==> src/rtl/sbt_pkg.sv <==
package sbt_pkg;

  typedef enum logic [3:0] {
    TAP_RESET, TAP_IDLE, TAP_SEL_DR, TAP_CAP_DR, TAP_SHIFT_DR, TAP_EXIT1_DR, TAP_PAUSE_DR, TAP_EXIT2_DR,
    TAP_UPD_DR, TAP_SEL_IR, TAP_CAP_IR, TAP_SHIFT_IR, TAP_EXIT1_IR, TAP_PAUSE_IR, TAP_EXIT2_IR, TAP_UPD_IR
  } sbt_state_e;

  localparam int IR_W = 3;
  localparam int ID_W = 32;
  typedef logic [IR_W-1:0] sbt_ir_t;

  // Instruction codes
  localparam sbt_ir_t INS_EXTEST   = 3'h0;
  localparam sbt_ir_t INS_IDCODE   = 3'h1;
  localparam sbt_ir_t INS_SAMPLE_Z = 3'h2;
  localparam sbt_ir_t INS_SAMPLE   = 3'h4;
  localparam sbt_ir_t INS_BYPASS   = 3'h7;

  // Low pair loaded in capture-instruction
  localparam logic [1:0] IR_CAPTURE = 2'h1;

  // Identification code, value arbitrary
  localparam logic [ID_W-1:0] ID_DEFAULT = 32'h0000_5a4b;

  // Scan pins as seen at the device; an enable low means the pin floats
  typedef struct packed {
    logic tck;
    logic tms;
    logic tms_en;
    logic tdi;
    logic tdi_en;
  } sbt_pins_s;

  // Effect of the loaded instruction on the RAM's pins
  typedef struct packed {
    logic drive_bsr;
    logic outputs_hiz;
  } sbt_ctrl_s;

endpackage

==> src/rtl/sbt_tap_fsm.sv <==
`timescale 1ns/10ps
module sbt_tap_fsm (
  input  wire logic              ref_clk,
  input  wire logic              rstn,
  input  wire logic              step,
  input  wire logic              tms,
  output sbt_pkg::sbt_state_e    state
);
  import sbt_pkg::*;

  sbt_state_e state_r;
  sbt_state_e state_nxt;

  assign state = state_r;

  always_comb begin
    state_nxt = state_r;
    case (state_r)
      TAP_RESET:    state_nxt = tms ? TAP_RESET   : TAP_IDLE;
      TAP_IDLE:     state_nxt = tms ? TAP_SEL_DR  : TAP_IDLE;
      TAP_SEL_DR:   state_nxt = tms ? TAP_SEL_IR  : TAP_CAP_DR;
      TAP_CAP_DR:   state_nxt = tms ? TAP_EXIT1_DR : TAP_SHIFT_DR;
      TAP_SHIFT_DR: state_nxt = tms ? TAP_EXIT1_DR : TAP_SHIFT_DR;
      TAP_EXIT1_DR: state_nxt = tms ? TAP_UPD_DR  : TAP_PAUSE_DR;
      TAP_PAUSE_DR: state_nxt = tms ? TAP_EXIT2_DR : TAP_PAUSE_DR;
      TAP_EXIT2_DR: state_nxt = tms ? TAP_UPD_DR  : TAP_SHIFT_DR;
      TAP_UPD_DR:   state_nxt = tms ? TAP_SEL_DR  : TAP_IDLE;
      TAP_SEL_IR:   state_nxt = tms ? TAP_RESET   : TAP_CAP_IR;
      TAP_CAP_IR:   state_nxt = tms ? TAP_EXIT1_IR : TAP_SHIFT_IR;
      TAP_SHIFT_IR: state_nxt = tms ? TAP_EXIT1_IR : TAP_SHIFT_IR;
      TAP_EXIT1_IR: state_nxt = tms ? TAP_UPD_IR  : TAP_PAUSE_IR;
      TAP_PAUSE_IR: state_nxt = tms ? TAP_EXIT2_IR : TAP_PAUSE_IR;
      TAP_EXIT2_IR: state_nxt = tms ? TAP_UPD_IR  : TAP_SHIFT_IR;
      TAP_UPD_IR:   state_nxt = tms ? TAP_SEL_DR  : TAP_IDLE;
      default:      state_nxt = TAP_RESET;
    endcase
  end

  // Five high samples reach reset from any state
  always_ff @(posedge ref_clk or negedge rstn) begin
    if (!rstn) begin
      state_r <= TAP_RESET;
    end else if (step) begin
      state_r <= state_nxt;
    end
  end

endmodule

==> src/rtl/sbt_tap.sv <==
// What this block does
// - Inputs on test clock rise, outputs on fall
// - Mode-select steers controller; undriven reads one
// - Data-in feeds selected register; undriven reads one
// - Data-out active only when needed, changes on fall
// - Five high mode-select edges force reset state
// - Controller resets itself at power-up
// - Reset state held after reset, RAM unaffected until clocked
// - One register between data-in and data-out
// - Registers shift in on rise, out on fall
// - Instruction register and codes are three bits
// - Instruction loads only while it is selected
// - Reset state loads identification-read instruction
// - Instruction acts in idle and data states
// - Capture-instruction loads low bits with 01
// - New instruction waits for update-instruction state
// - Bypass path is a single flip-flop
// - 32-bit identification shifts out bit 0 first
`timescale 1ns/10ps
module sbt_tap #(
  parameter int              BSR_LEN = 8,
  parameter logic [31:0]     ID_CODE = sbt_pkg::ID_DEFAULT
) (
  input  wire logic                   ref_clk,
  input  wire logic                   rstn,
  input  wire sbt_pkg::sbt_pins_s     pins,
  input  wire logic [BSR_LEN-1:0]     bsr_capture,
  output logic                        tdo,
  output logic                        tdo_oe,
  output logic [BSR_LEN-1:0]          bsr_drive,
  output sbt_pkg::sbt_ctrl_s          ram_ctrl,
  output sbt_pkg::sbt_state_e         tap_state
);
  import sbt_pkg::*;

  logic        tck_s1_r;
  logic        tck_s2_r;
  logic        tck_s3_r;
  logic        tms_s1_r;
  logic        tms_s2_r;
  logic        tdi_s1_r;
  logic        tdi_s2_r;
  logic        tms_en_s1_r;
  logic        tms_en_s2_r;
  logic        tdi_en_s1_r;
  logic        tdi_en_s2_r;
  logic        tck_rise;
  logic        tck_fall;
  logic        tms_eff;
  logic        tdi_eff;
  sbt_state_e  state;
  sbt_ir_t     ir_shift_r;
  sbt_ir_t     ir_r;
  logic        bypass_r;
  logic [ID_W-1:0]    id_r;
  logic [BSR_LEN-1:0] bsr_r;
  logic [BSR_LEN-1:0] bsr_upd_r;
  logic        tdo_r;
  logic        tdo_oe_r;
  logic        sel_bit;

  function automatic logic is_bsr_ins(input sbt_ir_t ins);
    return (ins == INS_EXTEST) || (ins == INS_SAMPLE) || (ins == INS_SAMPLE_Z);
  endfunction

  // Unused codes behave as bypass
  function automatic logic is_bypass_ins(input sbt_ir_t ins);
    return !is_bsr_ins(ins) && (ins != INS_IDCODE);
  endfunction

  // Test pins and their drive flags cross into ref_clk with equal latency
  always_ff @(posedge ref_clk or negedge rstn) begin
    if (!rstn) begin
      tck_s1_r    <= 1'b0;
      tck_s2_r    <= 1'b0;
      tck_s3_r    <= 1'b0;
      tms_s1_r    <= 1'b1;
      tms_s2_r    <= 1'b1;
      tdi_s1_r    <= 1'b1;
      tdi_s2_r    <= 1'b1;
      tms_en_s1_r <= 1'b1;
      tms_en_s2_r <= 1'b1;
      tdi_en_s1_r <= 1'b1;
      tdi_en_s2_r <= 1'b1;
    end else begin
      tck_s1_r    <= pins.tck;
      tck_s2_r    <= tck_s1_r;
      tck_s3_r    <= tck_s2_r;
      tms_s1_r    <= pins.tms;
      tms_s2_r    <= tms_s1_r;
      tdi_s1_r    <= pins.tdi;
      tdi_s2_r    <= tdi_s1_r;
      tms_en_s1_r <= pins.tms_en;
      tms_en_s2_r <= tms_en_s1_r;
      tdi_en_s1_r <= pins.tdi_en;
      tdi_en_s2_r <= tdi_en_s1_r;
    end
  end

  // Without test clock edges nothing below moves
  assign tck_rise = tck_s2_r & ~tck_s3_r;
  assign tck_fall = ~tck_s2_r & tck_s3_r;
  // A released pin reads high
  assign tms_eff  = tms_en_s2_r ? tms_s2_r : 1'b1;
  assign tdi_eff  = tdi_en_s2_r ? tdi_s2_r : 1'b1;

  sbt_tap_fsm u_fsm (
    .ref_clk (ref_clk),
    .rstn    (rstn),
    .step    (tck_rise),
    .tms     (tms_eff),
    .state   (state)
  );

  // Instruction shift stage
  always_ff @(posedge ref_clk or negedge rstn) begin
    if (!rstn) begin
      ir_shift_r <= INS_IDCODE;
    end else if (tck_rise) begin
      case (state)
        TAP_CAP_IR:   ir_shift_r <= {ir_r[IR_W-1:2], IR_CAPTURE};
        TAP_SHIFT_IR: ir_shift_r <= {tdi_eff, ir_shift_r[IR_W-1:1]};
        default:      ir_shift_r <= ir_shift_r;
      endcase
    end
  end

  // Active instruction
  always_ff @(posedge ref_clk or negedge rstn) begin
    if (!rstn) begin
      ir_r <= INS_IDCODE;
    end else if (state == TAP_RESET) begin
      ir_r <= INS_IDCODE;
    end else if (tck_fall && state == TAP_UPD_IR) begin
      ir_r <= ir_shift_r;
    end
  end

  // Bypass stage
  always_ff @(posedge ref_clk or negedge rstn) begin
    if (!rstn) begin
      bypass_r <= 1'b0;
    end else if (tck_rise && is_bypass_ins(ir_r)) begin
      if (state == TAP_CAP_DR) begin
        bypass_r <= 1'b0;
      end else if (state == TAP_SHIFT_DR) begin
        bypass_r <= tdi_eff;
      end
    end
  end

  // Identification register
  always_ff @(posedge ref_clk or negedge rstn) begin
    if (!rstn) begin
      id_r <= '0;
    end else if (tck_rise && ir_r == INS_IDCODE) begin
      if (state == TAP_CAP_DR) begin
        id_r <= ID_CODE;
      end else if (state == TAP_SHIFT_DR) begin
        id_r <= {tdi_eff, id_r[ID_W-1:1]};
      end
    end
  end

  // Boundary register
  always_ff @(posedge ref_clk or negedge rstn) begin
    if (!rstn) begin
      bsr_r <= '0;
    end else if (tck_rise && is_bsr_ins(ir_r)) begin
      if (state == TAP_CAP_DR) begin
        bsr_r <= bsr_capture;
      end else if (state == TAP_SHIFT_DR) begin
        bsr_r <= {tdi_eff, bsr_r[BSR_LEN-1:1]};
      end
    end
  end

  // Boundary update stage
  always_ff @(posedge ref_clk or negedge rstn) begin
    if (!rstn) begin
      bsr_upd_r <= '0;
    end else if (tck_fall && state == TAP_UPD_DR && is_bsr_ins(ir_r)) begin
      bsr_upd_r <= bsr_r;
    end
  end

  // Only one register reaches data-out
  always_comb begin
    sel_bit = bypass_r;
    if (state == TAP_SHIFT_IR) begin
      sel_bit = ir_shift_r[0];
    end else if (ir_r == INS_IDCODE) begin
      sel_bit = id_r[0];
    end else if (is_bsr_ins(ir_r)) begin
      sel_bit = bsr_r[0];
    end
  end

  // Data-out launched on the falling edge
  always_ff @(posedge ref_clk or negedge rstn) begin
    if (!rstn) begin
      tdo_r <= 1'b0;
    end else if (tck_fall) begin
      tdo_r <= sel_bit;
    end
  end

  // Enable follows the shift states, also from the falling edge
  always_ff @(posedge ref_clk or negedge rstn) begin
    if (!rstn) begin
      tdo_oe_r <= 1'b0;
    end else if (tck_fall) begin
      tdo_oe_r <= (state == TAP_SHIFT_DR) || (state == TAP_SHIFT_IR);
    end
  end

  // Pin control held off after reset
  always_ff @(posedge ref_clk or negedge rstn) begin
    if (!rstn) begin
      ram_ctrl <= '0;
    end else begin
      ram_ctrl.drive_bsr   <= (ir_r == INS_EXTEST);
      ram_ctrl.outputs_hiz <= (ir_r == INS_SAMPLE_Z);
    end
  end

  assign tdo       = tdo_r;
  assign tdo_oe    = tdo_oe_r;
  assign bsr_drive = bsr_upd_r;
  assign tap_state = state;

endmodule

==> config.mk <==
export PLATFORM = sky130hd
export DESIGN_NAME = sbt_tap
export DESIGN_NICKNAME = d
export VERILOG_FILES = /design/src/rtl/sbt_pkg.sv /design/src/rtl/sbt_tap_fsm.sv /design/src/rtl/sbt_tap.sv
export SDC_FILE = /design/constraint.sdc
export NUM_CORES = 1
export LEC_CHECK = 0
export ABC_AREA = 1
export BUFFER_PORTS_ARGS = -buffer_cell sky130_fd_sc_hd__buf_2
export CAP_MARGIN = 20
export CORE_MARGIN = 2
export CORE_UTILIZATION = 47
export CTS_BUF_LIST = sky130_fd_sc_hd__clkbuf_8
export CTS_CLUSTER_DIAMETER = 120
export CTS_CLUSTER_SIZE = 16
export DETAILED_ROUTE_END_ITERATION = 6
export GPL_TIMING_DRIVEN = 0
export PLACE_DENSITY = 0.71
export SYNTH_ARGS = -nofsm -noshare
export SYNTH_HDL_FRONTEND = slang
export SYNTH_SLANG_ARGS = --single-unit
==> constraint.sdc <==
create_clock -name ref_clk -period 2.1 [get_ports ref_clk]
set_clock_uncertainty 0.1 [all_clocks]
set_input_delay 0.42 -clock ref_clk [delete_from_list [all_inputs] [get_ports ref_clk]]
set_output_delay 0.42 -clock ref_clk [all_outputs]
set_load 0.01 [all_outputs]
======== Word-level counts from Yosys, hierarchy flattened ========
Index checks and enable logic that the tools add are counted.
word-level totals
  logic and storage cells ................. 95
  flip-flop bits (word level) ............. 74
operators by class
  eq/ne operators ......................... 19
  bitwise operators ....................... 4
  multiplexer cells ....................... 27
  reductions and logical operators ........ 23
operators with widths
  kind                number
  $mux 32             2
  $pmux 4 s12         1
  $eq 4x4->1 const B  8
  $eq 4x3->1 const B  4
  $mux 4              4
  $mux 8              2
  $mux 3              4
  $mux 1              10
  $eq 4x2->1 const B  2
  $reduce_and 2->1    4
  $logic_and 1x1->1   7
  $mux 2              3
  $pmux 3 s2          1
  $reduce_bool 2->1   3
  $eq 4x1->1 const B  1
  $logic_not 4->1     1
  $reduce_or 2->1     2
  $eq 3x1->1 const B  1
  $eq 3x2->1 const B  1
  $eq 3x3->1 const B  1
  $logic_not 3->1     1
  $logic_or 1x1->1    3
  $ne 3x1->1 const B  1
  $reduce_or 3->1     1
  3 further kinds     5

======== Longest topological paths before layout ========
  word-level depth ........................ 7
  mapped depth ............................ 10
  depth with buffers taken out ............ 9

======== Modules after synthesis ========
Synthesis repeated with hierarchy kept, for this count alone.
unflattened totals
  cell total of the unflattened synthesis .. 406
  area, all modules ....................... 3545.9 sq um
modules (own cells, without submodules)
  module       times used  area each (sq um)  cells each  seq. area each (sq um)
  sbt_tap      1           3121.7             334         1764.2
  sbt_tap_fsm  1           424.2              72          100.1

======== Least setup slack after synthesis ========
No wires, ideal clock.
  kind .................................... register to register
  start point ............................. register u_fsm.state_r[2] (netlist: u_fsm.state[2])
  end point ............................... register id_r[31]
  stages on the path, launching flop included .. 8
  arrival ................................. 1291 ps
  buffers on the path ..................... 1
  clock period less this slack ............ 1520 ps
  data required time ...................... 1870 ps
  setup slack ............................. 580 ps
  library setup time ...................... 130 ps
  cell sequence ........................... dfrtp_1 nor2_2 nand2_4 nand2_4 nand2_4 buf_6 nand2_1 o21ai_2
on the way
  longest elaborated chain between the ends .. 3
RTL lines
  what                                      RTL line                        RTL
  start, declared                           sbt_tap_fsm.sv:11               sbt_state_e state_r;
  start signal, assigned                    sbt_tap_fsm.sv:44               state_r <= state_nxt;
  $eq 4x2->1 or $eq 4x3->1 (tied branches)  sbt_tap.sv:157, sbt_tap.sv:159
  $reduce_bool 2->1 (no line)               -
  $reduce_and 2->1 (no line)                -
  end signal, assigned                      sbt_tap.sv:160                  id_r <= {tdi_eff, id_r[ID_W-1:1]};
  end, declared                             sbt_tap.sv:55                   logic [ID_W-1:0] id_r;
Several ways; a longest one is shown, not always the timed one.
A chain may end at the register's enable or synchronous reset.

======== Worst setup path in the final report ========
Same ends and word-level chain as after synthesis.

==> impl_metrics.sql <==
INSERT INTO impl_metrics (metric_group, metric, value, unit) VALUES
('yosys', 'synthCells', '371', ''),
('die', 'chipWidth', '89.6', 'um'),
('cells_and_area', 'sequential_cell_area_in_the_final_layout', '1860', 'um^2'),
('pwr', 'leakagePower', '1.90', 'nW'),
('placed_design', 'routabilityCongestion', '0.879', ''),
('pwr', 'powerDensity', '992', 'nW/um^2'),
('sta', 'setup_ws', '0.414', 'ns'),
('yosys', 'netlist_top_cells_count', 'sky130_fd_sc_hd__nand2_1, sky130_fd_sc_hd__dfrtp_1, sky130_fd_sc_hd__o21ai_2', ''),
('cells_and_area', 'final_cell_count_no_fill', '518', ''),
('worst_hold_path', 'hold-path-endpoint', 'tdi_s1_r', ''),
('placed_design', 'dp_hpwl', '4230', 'um'),
('critical_path', 'worst_setup_path_start_kind', 'flop', ''),
('die', 'full_die_area', '8040', 'um^2'),
('yosys', 'syn-cell-area', '3450', 'um^2'),
('cts', 'clk-insertion-delay-late', '0.34', 'ns'),
('yosys', 'yosys_register_bits', '74', ''),
('global_route', 'global_route.usage.total', '17.2', '%'),
('die', 'core_region_area', '7180', 'um^2'),
('flow_run', 'max_cap_viol_count', '0', ''),
('global_route', 'first_global_vias', '2367', ''),
('critical_path', 'crit-reg2reg-launch', 'u_fsm.state[2]', ''),
('yosys', 'ys.flop_type', 'sky130_fd_sc_hd__dfrtp_1', ''),
('critical_path', 'ff2ff_path_depth', '7', ''),
('yosys', 'post_synth_edffs', '0', ''),
('yosys', 'ys_warn_count', '0', ''),
('detailed_routing', 'drtAntennaViolNets', '0', ''),
('cts', 'worst_setup_hold_path_clk_slew', '0.08', 'ns'),
('critical_path', 'most_repeated_library_cell_on_the_critical_path', 'sky130_fd_sc_hd__nand2_4', ''),
('critical_path', 'critical_path.cell_chain', 'nor2_2 -> nand2_4 -> nand2_4 -> nand2_4 -> buf_6 -> nand2_1 -> o21ai_2', ''),
('die', 'die_height', '89.6', 'um'),
('global_route', 'grt.overflow.total', '0', ''),
('run_status', 'status', 'finished clean', ''),
('cts', 'post_cts_resized', '0', ''),
('critical_path', 'critical_path.reg2reg.endpoint', 'id_r[31]', ''),
('cells_and_area', 'fillers', '649', ''),
('critical_path', 'rrSetupSlack', '0.41', 'ns'),
('detailed_routing', 'via_count_of_the_routed_design', '2536', ''),
('cells_and_area', 'num_antenna_cells', '0', ''),
('detailed_routing', 'drt_drc_violations_left', '0', ''),
('die', 'floorplan.initialDensity', '48.0', '%'),
('cts', 'cts_tree', 'yes', ''),
('detailed_routing', 'drt_pre_antenna_iters', '4', ''),
('sta', 'slew_headroom', '61.2', '%'),
('placed_design', 'io_buffer_count', '30', ''),
('critical_path', 'crit_required', '2.21', 'ns'),
('global_route', 'grt_start_max_net_pins', '75', ''),
('worst_hold_path', 'holdCritPathClass', 'input pin to flop', ''),
('yosys', 'synth_area_per_cell', '9.29', 'um^2'),
('yosys', 'synth_async_sr_flop_share', '100', '%'),
('global_route', 'antenna_found_initial', '0', ''),
('sta', 'rsz0062_at_grt', 'no', ''),
('critical_path', 'slowest_stage', 'sky130_fd_sc_hd__dfrtp_1', ''),
('worst_hold_path', 'worst_min_path_start', 'pins[1]', ''),
('cts', 'cts_max_level', '3', ''),
('global_route', 'global_route_wire_length_before_repair', '10700', 'um'),
('sta', 'setup_viol', '0', ''),
('yosys', 'ys_top_cells_by_area', 'sky130_fd_sc_hd__dfrtp_1, sky130_fd_sc_hd__nand2_1, sky130_fd_sc_hd__o21ai_2, sky130_fd_sc_hd__dfstp_2, sky130_fd_sc_hd__nor2_1', ''),
('critical_path', 'type_of_destination_of_the_critical_path', 'flop', ''),
('cells_and_area', 'fin_nets', '429', ''),
('sta', 'hold_viol', '0', ''),
('sta', 'finalMaxSlewViolations', '0', ''),
('sta', 'fin_setup_tns', '0', 'ns'),
('cells_and_area', 'flow.area_growth_from_synthesis', '16.1', '%'),
('cells_and_area', 'multiInputGateArea', '1330', 'um^2'),
('critical_path', 'crit_buf_inv', '1', ''),
('die', 'fp-row-count', '31', ''),
('detailed_routing', 'drt_iter0_drc', '167', ''),
('detailed_routing', 'drt-vias-per-instance', '4.90', ''),
('critical_path', 'critPathMaxStageDelay', '0.48', 'ns'),
('sta', 'final_cycle_utilization_of_the_critical_path', '80.3', '%'),
('cells_and_area', 'fraction_of_final_layout_cells_with_drive_strength_greater_than_1', '32.9', '%');
[state kept, by name, summed over array words and instances, names as in the netlist]
| register | flops |
|---|---|
| tms_en_s2_r | 1 |
| tdi_s2_r | 1 |
| id_r | 32 |
| ir_shift_r | 3 |
| tdi_s1_r | 1 |
| bypass_r | 1 |
| tck_s3_r | 1 |
| bsr_r | 8 |
| tms_s2_r | 1 |
| tdi_en_s2_r | 1 |
| tdi_en_s1_r | 1 |
| u_fsm.state | 4 |
| tck_s1_r | 1 |
| tms_s1_r | 1 |
| tms_en_s1_r | 1 |
| bsr_drive | 8 |
| tdo | 1 |
| tdo_oe | 1 |
| tck_s2_r | 1 |
| ram_ctrl | 2 |
| ir_r | 3 |
[timing repair]
item                                    in CTS  in global routing
endpoints found under the hold margin       63                  0
hold buffers                                 1                  0
setup buffers                                0                  0
endpoints found under the setup margin       0                  0
[power breakdown]
part / switching, mW / internal [mW]
Combinational: 0.644 / 0.342
Clock: 0.524 / 0.789
Sequential: 0.104 / 1.57
Total: 1.27 / 2.70
[placed cells by master (no fill, tap or decap), types with 2 or more instances in the layout]
| cell type | instances |
|---|---|
| sky130_fd_sc_hd__nor3_1 | 2 |
| sky130_fd_sc_hd__o21ai_2 | 40 |
| sky130_fd_sc_hd__nand3_1 | 10 |
| sky130_fd_sc_hd__buf_2 | 32 |
| sky130_fd_sc_hd__clkbuf_8 | 9 |
| sky130_fd_sc_hd__o21ai_0 | 13 |
| sky130_fd_sc_hd__nand4_1 | 3 |
| sky130_fd_sc_hd__dfstp_2 | 10 |
| sky130_fd_sc_hd__clkinv_4 | 3 |
| sky130_fd_sc_hd__nand2_4 | 3 |
| sky130_fd_sc_hd__a31oi_1 | 4 |
| sky130_fd_sc_hd__nor2_2 | 2 |
| sky130_fd_sc_hd__o21ai_1 | 12 |
| sky130_fd_sc_hd__nor2_4 | 4 |
| sky130_fd_sc_hd__nor2_1 | 24 |
| sky130_fd_sc_hd__nand2_2 | 4 |
| sky130_fd_sc_hd__inv_2 | 10 |
| sky130_fd_sc_hd__nand2_1 | 122 |
| sky130_fd_sc_hd__bufinv_16 | 3 |
| sky130_fd_sc_hd__clkinv_2 | 2 |
| sky130_fd_sc_hd__inv_1 | 21 |
| sky130_fd_sc_hd__buf_4 | 5 |
| sky130_fd_sc_hd__dfrtp_1 | 64 |
| sky130_fd_sc_hd__buf_6 | 6 |
[kinds of logic after synthesis]
group,Yosys count,synth area share [%]
compound gates,74,15.5
buf+inv,46,7.48
simple gates,177,22.9
flops,74,54.1
[worst max path at each step]
stage / depth (start not counted) / start / endpoint / slack, ns
6_report: 7 / u_fsm.state[2] / id_r[31] / 0.41
2_1_floorplan: 7 / u_fsm.state[2] / id_r[31] / 0.58
3_3_place_gp: 1 / rstn / bsr_drive[5] / 0.09
5_1_grt: 6 / u_fsm.state[2] / bsr_r[7] / 0.30
4_1_cts: 7 / u_fsm.state[2] / id_r[23] / 0.39
3_5_place_dp: 7 / u_fsm.state[2] / id_r[31] / 0.40
[per-layer routing]
metal  part of all wire (%)  global-route usage [%]  vias up
li1                       -                       -     1270
met1                     48                    23.7     1215
met2                     47                    26.7       44
met3                    4.1                    3.38        7
met4                    1.2                    6.92        0
met5                      0                       0        -
[cell type report]
cell class                      count  area share [%]
Buffer                             14            3.31
Clock buffer                        9            3.09
Clock inverter                      7            2.94
Inverter                           32            3.13
Multi-Input combinational cell    251            33.1
Sequential cell                    74            46.6
Tap cell                           99            3.09
Timing Repair Buffer               32            4.75
[per-stage QoR]
stage          power, mW  utilization, %  area [um^2]
2_1_floorplan       2.43               -         3450
3_3_place_gp        2.66            51.9         3720
3_5_place_dp        2.69            52.3         3750
4_1_cts             4.01            55.8         4000
5_1_grt             4.21            55.8         4000
6_report            3.97            55.8         4000
Power figures use the tool's default switching activity.
